## config.mk

```make
export PLATFORM = sky130hd
export DESIGN_NAME = aofd_top
export DESIGN_NICKNAME = d
export VERILOG_FILES = /design/src/logic/aofd_pkg.sv /design/src/logic/aofd_channel.sv /design/src/logic/aofd_top.sv
export VERILOG_INCLUDE_DIRS = /design/src /design/src/logic
export SDC_FILE = /design/constraint.sdc
export NUM_CORES = 1
export LEC_CHECK = 0
export CORE_MARGIN = 2
export CORE_UTILIZATION = 30
export CTS_CLUSTER_DIAMETER = 50
export DETAILED_ROUTE_END_ITERATION = 10
export DONT_BUFFER_PORTS = 1
export PLACE_DENSITY = 0.49
export SETUP_SLACK_MARGIN = 0.02
export SYNTH_ARGS = -nofsm -noshare
export SYNTH_HDL_FRONTEND = slang
export SYNTH_SLANG_ARGS = --single-unit
```

## constraint.sdc

```tcl
create_clock -name clk -period 7.2 [get_ports clk]
set_input_delay 1.44 -clock clk [delete_from_list [all_inputs] [get_ports clk]]
set_output_delay 1.44 -clock clk [all_outputs]
set_load 0.01 [all_outputs]
```

## src/logic/aofd_consts.svh

```systemverilog
// register offsets, field widths and timing counts for the detector
`ifndef AOFD_CONSTS_SVH
`define AOFD_CONSTS_SVH
`define AOFD_ADDR_W 12
`define AOFD_DATA_W 8
`define AOFD_SAMPLE_W 14
`define AOFD_MAG_W 13
`define AOFD_DWELL_W 16
`define AOFD_VCONV_N 8
`define AOFD_OFS_UPPER_LO 12'h247
`define AOFD_OFS_UPPER_HI 12'h248
`define AOFD_OFS_LOWER_LO 12'h249
`define AOFD_OFS_LOWER_HI 12'h24a
`define AOFD_OFS_DWELL_LO 12'h24b
`define AOFD_OFS_DWELL_HI 12'h24c
`define AOFD_OFS_OVR_CLEAR 12'h562
`define AOFD_OFS_OVR_STICKY 12'h563
`define AOFD_RST_UPPER 13'h1fff
`define AOFD_RST_LOWER 13'h0000
`define AOFD_RST_DWELL 16'h0001
// upper detect latency bound, in sample clocks
`define AOFD_UPPER_LAT_MAX 28
// sample pipeline latency modelled for the overrange indicator
`define AOFD_PIPE_LAT 4
`endif

```

## src/logic/aofd_pkg.sv

```systemverilog
// shared types for the overrange and fast detect block
package aofd_pkg;
  // state of one fast detect channel
  typedef enum logic [1:0] {AOFD_IDLE, AOFD_HELD, AOFD_DWELL} aofd_state_t;
endpackage

```

## src/logic/aofd_channel.sv

```systemverilog
// one channel of fast threshold detection with dwell hysteresis
`timescale 1ns/1ps
`include "aofd_consts.svh"
module aofd_channel
(
  // clock and reset
  input wire logic clk,
  input wire logic srst,
  // sample magnitude and thresholds
  input wire logic [`AOFD_MAG_W-1:0] mag,
  input wire logic [`AOFD_MAG_W-1:0] upper_thr,
  input wire logic [`AOFD_MAG_W-1:0] lower_thr,
  input wire logic [`AOFD_DWELL_W-1:0] dwell,
  // detect flag, registered
  output logic threshold_flag
);
  import aofd_pkg::*;

  aofd_state_t state_r, state_nxt; // detector state
  logic [`AOFD_DWELL_W-1:0] cnt_r, cnt_nxt; // cycles spent below lower
  logic flag_nxt; // next flag value

  // next state: set on upper crossing, release after dwell
  always_comb
  begin
    state_nxt = state_r;
    cnt_nxt = cnt_r;
    flag_nxt = threshold_flag;
    if (mag > upper_thr)
    begin
      // crossing sets the flag in the next cycle
      state_nxt = AOFD_HELD;
      flag_nxt = 1'b1;
      cnt_nxt = '0;
    end
    else
    begin
      unique case (state_r)
        AOFD_IDLE:
        begin
          flag_nxt = 1'b0;
        end
        AOFD_HELD:
        begin
          // start dwell once magnitude drops below lower
          if (mag < lower_thr)
          begin
            state_nxt = AOFD_DWELL;
            cnt_nxt = 16'h0001;
          end
        end
        AOFD_DWELL:
        begin
          if (mag >= lower_thr)
          begin
            // rose back before dwell elapsed: restart
            state_nxt = AOFD_HELD;
            cnt_nxt = '0;
          end
          else if (cnt_r >= dwell)
          begin
            // below lower for more than dwell cycles: release
            state_nxt = AOFD_IDLE;
            flag_nxt = 1'b0;
            cnt_nxt = '0;
          end
          else
          begin
            // one more cycle below lower, bounded by dwell
            cnt_nxt = cnt_r + 16'h0001;
          end
        end
      endcase
    end
  end

  // register state, count and flag
  always_ff @(posedge clk)
  begin
    if (srst)
    begin
      state_r <= AOFD_IDLE;
      cnt_r <= '0;
      threshold_flag <= 1'b0;
    end
    else
    begin
      state_r <= state_nxt;
      cnt_r <= cnt_nxt;
      threshold_flag <= flag_nxt;
    end
  end
endmodule

```

## src/logic/aofd_top.sv

```systemverilog
// overrange and fast detect block for a dual converter
`timescale 1ns/1ps
`include "aofd_consts.svh"
module aofd_top
(
  // clock and reset
  input wire logic clk,
  input wire logic srst,
  // converter samples, two's complement, one per clock per channel
  input wire logic [`AOFD_SAMPLE_W-1:0] sample_a,
  input wire logic [`AOFD_SAMPLE_W-1:0] sample_b,
  // raw overrange from each converter input
  input wire logic ovr_in_a,
  input wire logic ovr_in_b,
  // overrange per virtual converter, from the mapping logic
  input wire logic [`AOFD_VCONV_N-1:0] vconv_ovr,
  // number of control bits per sample on the link
  input wire logic [1:0] ctrl_bits_cfg,
  // register port
  input wire logic reg_wr,
  input wire logic reg_rd,
  input wire logic [`AOFD_ADDR_W-1:0] reg_addr,
  input wire logic [`AOFD_DATA_W-1:0] reg_wdata,
  output logic [`AOFD_DATA_W-1:0] reg_rdata,
  // delayed samples with overrange, toward the serial link
  output logic [`AOFD_SAMPLE_W-1:0] link_sample_a,
  output logic [`AOFD_SAMPLE_W-1:0] link_sample_b,
  output logic link_ctrl_a,
  output logic link_ctrl_b,
  output logic ovr_out_a,
  output logic ovr_out_b,
  // fast detect pins
  output logic threshold_flag_pin_first,
  output logic threshold_flag_pin_second
);
  import aofd_pkg::*;

  localparam int LAT = `AOFD_PIPE_LAT;

  logic [15:0] upper_r, upper_nxt; // upper threshold pair
  logic [15:0] lower_r, lower_nxt; // lower threshold pair
  logic [15:0] dwell_r, dwell_nxt; // dwell time pair
  logic [7:0] clear_r, clear_nxt; // clear register
  logic [7:0] sticky_r, sticky_nxt; // sticky overrange bits
  logic [7:0] rdata_nxt; // read data next value
  logic [12:0] upper_thr; // 13-bit upper magnitude
  logic [12:0] lower_thr; // 13-bit lower magnitude
  logic [15:0] dwell_eff; // dwell, zero treated as one
  logic [12:0] mag_a_r, mag_b_r, mag_a_nxt, mag_b_nxt; // magnitudes
  logic [LAT-1:0][13:0] pipe_a_r, pipe_b_r, pipe_a_nxt, pipe_b_nxt;
  logic [LAT-1:0] ovp_a_r, ovp_b_r, ovp_a_nxt, ovp_b_nxt; // ovr pipe
  logic [13:0] lsa_nxt, lsb_nxt; // link sample next
  logic lca_nxt, lcb_nxt, ooa_nxt, oob_nxt; // link control next
  logic flag_a, flag_b; // registered channel flags
  logic pin_a_nxt, pin_b_nxt; // pin next values

  // magnitude of a 14-bit two's complement sample, saturated to 13 bits
  function automatic logic [12:0] mag_of(input logic [13:0] s);
    logic [13:0] n;
    n = s[13] ? (~s + 14'h0001) : s;
    mag_of = n[13] ? 13'h1fff : n[12:0];
  endfunction

  assign upper_thr = upper_r[12:0];
  assign lower_thr = lower_r[12:0];
  // zero is outside the legal range, treated as one cycle
  assign dwell_eff = (dwell_r == 16'h0000) ? 16'h0001 : dwell_r;

  // register writes, clears and reads
  always_comb
  begin
    upper_nxt = upper_r;
    lower_nxt = lower_r;
    dwell_nxt = dwell_r;
    clear_nxt = clear_r;
    rdata_nxt = reg_rdata;
    if (reg_wr)
    begin
      unique case (reg_addr)
        `AOFD_OFS_UPPER_LO: upper_nxt[7:0] = reg_wdata;
        `AOFD_OFS_UPPER_HI: upper_nxt[15:8] = {3'h0, reg_wdata[4:0]};
        `AOFD_OFS_LOWER_LO: lower_nxt[7:0] = reg_wdata;
        `AOFD_OFS_LOWER_HI: lower_nxt[15:8] = {3'h0, reg_wdata[4:0]};
        `AOFD_OFS_DWELL_LO: dwell_nxt[7:0] = reg_wdata;
        `AOFD_OFS_DWELL_HI: dwell_nxt[15:8] = reg_wdata;
        `AOFD_OFS_OVR_CLEAR: clear_nxt = reg_wdata;
        default: ;
      endcase
    end
    if (reg_rd)
    begin
      unique case (reg_addr)
        `AOFD_OFS_UPPER_LO: rdata_nxt = upper_r[7:0];
        `AOFD_OFS_UPPER_HI: rdata_nxt = upper_r[15:8];
        `AOFD_OFS_LOWER_LO: rdata_nxt = lower_r[7:0];
        `AOFD_OFS_LOWER_HI: rdata_nxt = lower_r[15:8];
        `AOFD_OFS_DWELL_LO: rdata_nxt = dwell_r[7:0];
        `AOFD_OFS_DWELL_HI: rdata_nxt = dwell_r[15:8];
        `AOFD_OFS_OVR_CLEAR: rdata_nxt = clear_r;
        `AOFD_OFS_OVR_STICKY: rdata_nxt = sticky_r;
        default: rdata_nxt = 8'h00;
      endcase
    end
  end

  // sticky bits: cleared while clear bit is one, but a set in the same cycle always wins
  always_comb
  begin
    sticky_nxt = (sticky_r & ~clear_r) | vconv_ovr;
  end

  // register file and sticky status
  always_ff @(posedge clk)
  begin
    if (srst)
    begin
      upper_r <= {3'h0, `AOFD_RST_UPPER};
      lower_r <= {3'h0, `AOFD_RST_LOWER};
      dwell_r <= `AOFD_RST_DWELL;
      clear_r <= 8'h00;
      sticky_r <= 8'h00;
      reg_rdata <= 8'h00;
    end
    else
    begin
      upper_r <= upper_nxt;
      lower_r <= lower_nxt;
      dwell_r <= dwell_nxt;
      clear_r <= clear_nxt;
      sticky_r <= sticky_nxt;
      reg_rdata <= rdata_nxt;
    end
  end

  // magnitude taken at converter output, sample and overrange pipes
  always_comb
  begin
    mag_a_nxt = mag_of(sample_a);
    mag_b_nxt = mag_of(sample_b);
    pipe_a_nxt = {pipe_a_r[LAT-2:0], sample_a};
    pipe_b_nxt = {pipe_b_r[LAT-2:0], sample_b};
    // overrange travels in step with its sample
    ovp_a_nxt = {ovp_a_r[LAT-2:0], ovr_in_a};
    ovp_b_nxt = {ovp_b_r[LAT-2:0], ovr_in_b};
    lsa_nxt = pipe_a_r[LAT-1];
    lsb_nxt = pipe_b_r[LAT-1];
    ooa_nxt = ovp_a_r[LAT-1];
    oob_nxt = ovp_b_r[LAT-1];
    // control bit carries overrange only when configured
    lca_nxt = (ctrl_bits_cfg != 2'h0) && ovp_a_r[LAT-1];
    lcb_nxt = (ctrl_bits_cfg != 2'h0) && ovp_b_r[LAT-1];
    pin_a_nxt = flag_a;
    pin_b_nxt = flag_b;
  end

  // register datapath and pins
  always_ff @(posedge clk)
  begin
    if (srst)
    begin
      mag_a_r <= '0;
      mag_b_r <= '0;
      pipe_a_r <= '0;
      pipe_b_r <= '0;
      ovp_a_r <= '0;
      ovp_b_r <= '0;
      link_sample_a <= '0;
      link_sample_b <= '0;
      link_ctrl_a <= 1'b0;
      link_ctrl_b <= 1'b0;
      ovr_out_a <= 1'b0;
      ovr_out_b <= 1'b0;
      threshold_flag_pin_first <= 1'b0;
      threshold_flag_pin_second <= 1'b0;
    end
    else
    begin
      mag_a_r <= mag_a_nxt;
      mag_b_r <= mag_b_nxt;
      pipe_a_r <= pipe_a_nxt;
      pipe_b_r <= pipe_b_nxt;
      ovp_a_r <= ovp_a_nxt;
      ovp_b_r <= ovp_b_nxt;
      link_sample_a <= lsa_nxt;
      link_sample_b <= lsb_nxt;
      link_ctrl_a <= lca_nxt;
      link_ctrl_b <= lcb_nxt;
      ovr_out_a <= ooa_nxt;
      ovr_out_b <= oob_nxt;
      // pin is three cycles after the sample, well inside bound
      threshold_flag_pin_first <= pin_a_nxt;
      threshold_flag_pin_second <= pin_b_nxt;
    end
  end

  // independent detector per channel
  aofd_channel u_chan_a
  (
    .clk(clk),
    .srst(srst),
    .mag(mag_a_r),
    .upper_thr(upper_thr),
    .lower_thr(lower_thr),
    .dwell(dwell_eff),
    .threshold_flag(flag_a)
  );

  aofd_channel u_chan_b
  (
    .clk(clk),
    .srst(srst),
    .mag(mag_b_r),
    .upper_thr(upper_thr),
    .lower_thr(lower_thr),
    .dwell(dwell_eff),
    .threshold_flag(flag_b)
  );
endmodule

```

==> results.txt, run 1 <==
kind of end point of the critical path = flip-flop
Max VDD drop = 0.000153 V
die width = 205 um
post-synthesis cell count = 1288
final worst slack = 4.05 ns
number of synthesized register bits = 284
count leader, synth = dfxtp_1
area occupied by multi-input gates = 5950 sq um
DP HPWL = 20600 um
RSZ-0062 raised after global routing = false
Final #Nets = 1435
Final Setup Violations = 0
Commonest cells post-synth = dfxtp_1, nor2b_1, ha_1, nand2_1, nor2_1
Routability Congestion = 0.850
PortBufs = 0
pre-CTS WS = 3.60 ns
FILL cells = 4108
met1 Use GR = 18.8%
slowest CP cell = or4_1
Post-CTS Setup Repair Bufs = 0
grt ovf = 0
largest area contributor in the netlist = dfxtp_1
TritonCTS clock tree = built
Initial DRT Pass Iterations = 6
initial drt markers = 648
met2 Usage GRT = 20.5%
outcome = finished clean
EDFF count, synth = 0
MaxCap Viol Count = 0
Cell Area, Synth = 12100 sq um
post_cts resized = 0
Clk Latency, worst-skew pair = 0.52 ns
crit-path cells = nor4_1 -> a41o_1 -> ha_1 -> nand2b_4 -> a2111oi_4 -> or4_1 -> nand3_2 -> or2_1 -> or4_1 -> a31oi_1
Synthesis Warnings = 0
GRT met3 Usage = 3.40%
Synth top area share = 46.9%
max-slew violation count = 0
Worst EP required = 7.63 ns
Hold WS = 0.427 ns
Placeable Area = 39800 sq um
Clock Sinks = 284
Ports = 106
pwr dens = 269 nW/um^2
total CTS buffers = 36
slew margin rel. = 40.7%
Seq. cell area = 5690 sq um
Synth cell types = 70
n_diodes = 0
final setup TNS = 0 ns
Cells after DPL = 1764
drt wl/cell = 15.8 um
Crit Path Category = flip-flop to flip-flop
buffer depth of the longest clock path = 3
non-filler instance count after layout = 1827
CTS Hold Bufs = 0
Synth area leaders = dfxtp_1, ha_1, nor2b_1, a21oi_1, nand2_1
Worst-path clk slew = 0.06 ns
initial core utilization = 30.5%
Root Driver = clkbuf_16
largest net degree at the start of global routing = 232
worst-path fanout max = 9
fmax = 0.317 GHz
crit path DAT = 3.58 ns
Area Growth Syn to Fin = 13.8%
die area = 42100 sq um
asr flop ratio synth = 0%
DR vias = 8746
initial antenna violation count = 0
ANT nets after route = 0
critical path's most frequent cell = or4_1
# rows = 73
gr usage total = 13.6%
max incr delay on CP = 0.50 ns
syn_area_per_cell = 9.42 sq um
ys flop type = dfxtp_1
CP startpoint kind = flip-flop
Remaining DRCs = 0
Final period util = 43.7%
Final Util = 34.7%
DRT Wirelength = 28800 um
vias in the first global route = 8120
LEAKAGE = 5.48 nW
Syn Nets = 1446
sequential-to-total area share from yosys stat = 46.9%
first-pass GRT wire length = 45100 um
die height = 205 um
share of layout cells above drive strength 1 = 5.91%
final hold vios = 0
Most Crowded Layer GR = met2
Vias per Instance = 4.79
worst-case clock skew = 0.0119 ns
CTS H-Tree Depth = 2
post-layout min period = 3.15 ns
Slew @ Worst Pin = 0.884 ns
Hold WC Path Type = flip-flop to flip-flop
-- sequential cells by signal (all words and copies together), names as in the netlist, 14 cells and up --
signal,count
u_chan_b.cnt_r,16
pipe_b_nxt,42
lsb_nxt,14
link_sample_b,14
u_chan_a.cnt_r,16
link_sample_a,14
pipe_a_nxt,42
lsa_nxt,14
dwell_r,16
-- stage by stage --
stage | area (sq um) | power [W]
2_1_floorplan | 12100 | 0.00189
3_3_place_gp | 12600 | 0.00193
3_5_place_dp | 12600 | 0.00193
4_1_cts | 13800 | 0.00378
5_1_grt | 13800 | 0.00388
6_report | 13800 | 0.00372
-- cells by family (layout without fill, tap and decap cells) --
logic type,count (synthesis),after routing,share of synthesized area (%)
AOI/OAI and AO/OA,225,225,12.0
xor gates and xnor gates,31,31,2.24
adders and majority gates,94,94,9.70
buffers and inverters,127,141,4.12
DFF,284,284,46.9
muxes,34,34,3.22
and+or+nand+nor,493,493,21.9
-- metal layers --
metal,routed length [um],vias up
met5,0,-
met2,12400,250
met1,13800,4008
met3,1890,56
met4,786,0
li1,-,4432
-- worst max-delay path, delay by kind of cell (launching register included) --
kind	cells	cell delay, ns
AOI/OAI and AO/OA	3	0.75
adders and majority gates	1	0.24
DFF	1	0.37
and+or+nand+nor	6	1.67
-- cell usage in the layout, fill, tap and decap left out, types with 6 or more instances in the layout --
cell       count
and3_1        11
nor3_1        18
nand2_1       93
nor2_1        88
or4_1          7
inv_1         75
nand3_1       47
clkbuf_1       9
nor2b_1      156
mux2i_1       30
a21oi_1       86
o21ai_1        6
a22o_1         8
nor4_1         7
a22oi_1        9
or3_1          6
nand4_1       22
a31oi_1       11
xor2_1        26
ha_1          94
clkbuf_16     38
dfxtp_1      284
o211ai_1      26
o21ai_0       32
and2_1         6
-- report_power, final --
part	internal, W	switching [W]
Combinational	0.000110	0.000143
Sequential	0.00162	0.0000239
Clock	0.00114	0.000687
Total	0.00287	0.000854
-- cell type report --
type	count	share of cell area (%)
Clock buffer	49	7.33
Tap cell	525	4.76
Clock inverter	14	1.48
Inverter	75	2.04
Multi-Input combinational cell	877	43.1
Sequential cell	284	41.2
Timing Repair Buffer	3	0.163
-- final timing paths --
kind | startpoint | to | slack, ns | cells past startpoint
worst min-delay path | pipe_a_nxt[40] | pipe_a_nxt[54] | 0.43 | 1
worst min register to register | pipe_a_nxt[40] | pipe_a_nxt[54] | 0.43 | 1
worst max-delay path | dwell_r[8] | u_chan_a.cnt_r[13] | 4.05 | 10
worst max register to register | dwell_r[8] | u_chan_a.cnt_r[13] | 4.05 | 10
No activity file was read; power rests on OpenSTA's default activity.
==> inputs of run 2 (changes only) <==
--- a/config.mk
+++ b/config.mk
@@ -11,7 +11,7 @@
 export CTS_CLUSTER_DIAMETER = 50
 export DETAILED_ROUTE_END_ITERATION = 10
 export DONT_BUFFER_PORTS = 1
-export PLACE_DENSITY = 0.49
+export PLACE_DENSITY = 0.5
 export SETUP_SLACK_MARGIN = 0.02
 export SYNTH_ARGS = -nofsm -noshare
 export SYNTH_HDL_FRONTEND = slang
==> constraint.sdc (replaced) <==
create_clock -name clk -period 2.8 [get_ports clk]
set_input_delay 0.56 -clock clk [delete_from_list [all_inputs] [get_ports clk]]
set_output_delay 0.56 -clock clk [all_outputs]
set_load 0.01 [all_outputs]
==> results.txt, run 2 (synthesis results as in run 1) <==
Worst EP required = 3.25 ns (-4.38 ns)
CP bufs+invs = 0 (unchanged)
Logic pwr share = 7.6% (+0.8 points)
Remaining DRCs = 0 (unchanged)
grt ovf = 0 (unchanged)
RSZ-0062 raised after global routing = true
Crit Path Category = flip-flop to flip-flop
R2R depth = 10 (unchanged)
worst-case clock skew = 0.0186 ns (+0.00665 ns)
critical path startpoint = dwell_r[1]
Final Power = 0.00984 W (+160%)
Routability Congestion = 0.836 (-1.6%)
vias in the first global route = 8564 (+5.5%)
critical path's most frequent cell = or4_4
commonest non-fill, non-tap cells in the layout = dfxtp_1, nor2b_1, ha_1
slew margin rel. = 54.8% (+14 points)
die area = 42100 sq um (unchanged)
sw frac = 23.1% (+0.16 points)
initial antenna violation count = 0 (unchanged)
Placeable Area = 39800 sq um (unchanged)
total CTS buffers = 39 (+8.3%)
die height = 205 um (unchanged)
Final period util = 95.8% (+52 points)
initial drt markers = 558 (-14%)
Vias per Instance = 4.71 (-1.5%)
DRT Wirelength = 29300 um (+1.5%)
initial core utilization = 30.5% (unchanged)
max incr delay on CP = 0.41 ns (-0.09 ns)
r2r startpoint = dwell_r[1]
DR vias = 8829 (+0.95%)
CTS Hold Bufs = 0 (unchanged)
FF-to-FF setup slack = 0.12 ns (-3.93 ns)
Switch Pwr = 0.00227 W (+170%)
cell depth of the worst setup path = 10 (unchanged)
Final #Nets = 1480 (+3.1%)
ANT nets after route = 0 (unchanged)
DP HPWL = 21000 um (+1.9%)
Final Setup Violations = 0 (unchanged)
Worst-path clk slew = 0.05 ns (about the same)
post-layout min period = 2.68 ns (-0.467 ns)
crit-path cells = nor4_2 -> a41o_1 -> ha_1 -> nand2b_4 -> a2111oi_4 -> or4_4 -> nand3_2 -> or2_4 -> or4_4 -> a31oi_1
Initial DRT Pass Iterations = 5 (-1)
slowest CP cell = or4_4
Max VDD drop = 0.000346 V (+130%)
gr usage total = 13.9% (+0.32 points)
first-pass GRT wire length = 46400 um (+2.9%)
CP top delay family = simple AND/OR/NAND/NOR gates
commonest non-fill, non-tap cell in the layout = dfxtp_1
Hold WC Path Type = primary input to flip-flop
Root Driver = clkbuf_16
worst-path fanout max = 4 (-5)
MaxCap Viol Count = 0 (unchanged)
Clock power frac = 49.5% (+0.5 points)
buffer depth of the longest clock path = 3 (unchanged)
fmax = 0.373 GHz (+17%)
Ports = 106 (unchanged)
Setup crit end = u_chan_a.cnt_r[11]
share of layout cells above drive strength 1 = 10.8% (+4.8 points)
# rows = 73 (unchanged)
pwr dens = 687 nW/um^2 (+160%)
CP startpoint kind = flip-flop
TritonCTS clock tree = built
die width = 205 um (unchanged)
crit path DAT = 3.13 ns (-0.45 ns)
max-slew violation count = 0 (unchanged)
r2r endpoint = u_chan_a.cnt_r[11]
drt wl/cell = 15.6 um (-1.0%)
kind of end point of the critical path = flip-flop
Clock Sinks = 284 (unchanged)
outcome = finished clean
LEAKAGE = 5.78 nW (+5.5%)
final hold vios = 0 (unchanged)
WHS Path Cells = 1 (unchanged)
PortBufs = 0 (unchanged)
Clk Latency, worst-skew pair = 0.52 ns (about the same)
n_diodes = 0 (unchanged)
Int Power = 0.00757 W (+160%)
Slew @ Worst Pin = 0.678 ns (-0.206 ns)
Seq pwr share = 42.9% (-1.3 points)
CTS H-Tree Depth = 2 (unchanged)
Hold WS = 0.145 ns (-0.281 ns)
Area Growth Syn to Fin = 18.0%
largest net degree at the start of global routing = 232 (unchanged)
run 2: cell types whose count changed in the layout (fill, tap and decap cells not counted), moves of 3 or more:
cell,previous run,this run
buf_4,3,42
clkbuf_1,9,3
clkbuf_8,2,7
clkinv_4,1,6
o21ai_2,1,5
clkbuf_16,38,41
nor4_1,7,4
run 2: layout make-up:
class	instances	area, sq um
Clock buffer	51	1130
Clock inverter	16	173
Fill cell	4122	25500
Inverter	75	282
Multi-Input combinational cell	877	6030
Sequential cell	284	5690
Tap cell	525	657
Timing Repair Buffer	45	358
run 2: worst min-delay path by stage:
| stage | start | to | slack [ns] |
|---|---|---|---|
| 4_1_cts | srst | u_chan_a.state_r[0] | 0.12 |
| 6_report | srst | u_chan_a.state_r[0] | 0.15 |
| 2_1_floorplan | lsa_nxt[0] | link_sample_a[0] | 0.41 |
| 3_3_place_gp | pipe_a_nxt[36] | pipe_a_nxt[50] | 0.42 |
| 5_1_grt | srst | u_chan_a.state_r[0] | 0.12 |
| 3_5_place_dp | lsb_nxt[9] | link_sample_b[9] | 0.42 |
run 2: metal layers:
metal  part of all wire (%)  track usage, %  vias up
met1                     48            18.8     4033
met5                      0               0        -
met3                    6.7            3.96       42
li1                       -               -     4531
met4                    1.9            4.50        0
met2                     43            21.4      223
run 2: power groups by stage:
stage / combinational (W) / sequential, W / clock (W)
after floorplan: 0.000572 / 0.00429 / 0
after detailed placement: 0.000715 / 0.00431 / 0
final: 0.000744 / 0.00422 / 0.00487
after CTS: 0.000725 / 0.00423 / 0.00502
after global placement: 0.000706 / 0.00431 / 0
after global routing: 0.000839 / 0.00424 / 0.00519
run 2: through the flow:
step                area [sq um]  cells  worst slack (ns)  utilization (%)  setup TNS [ns]
floorplan                  12100   1288             0.117                -               0
global placement           12900   1805           -0.0820             32.4          -0.370
detailed placement         12900   1805           -0.0891             32.4          -0.429
CTS                        14300   1873            0.0222             35.8               0
global route               14300   1873           -0.0478             35.9          -0.120
finish                     14300   1873             0.118             35.9               0
run 2: repair_timing:
action                                  in CTS  in global routing
pin swaps                                    4                 15
gates resized for setup                      5                 18
cloned                                       0                  0
setup buffers                                1                  0
endpoints found under the setup margin      10                 31
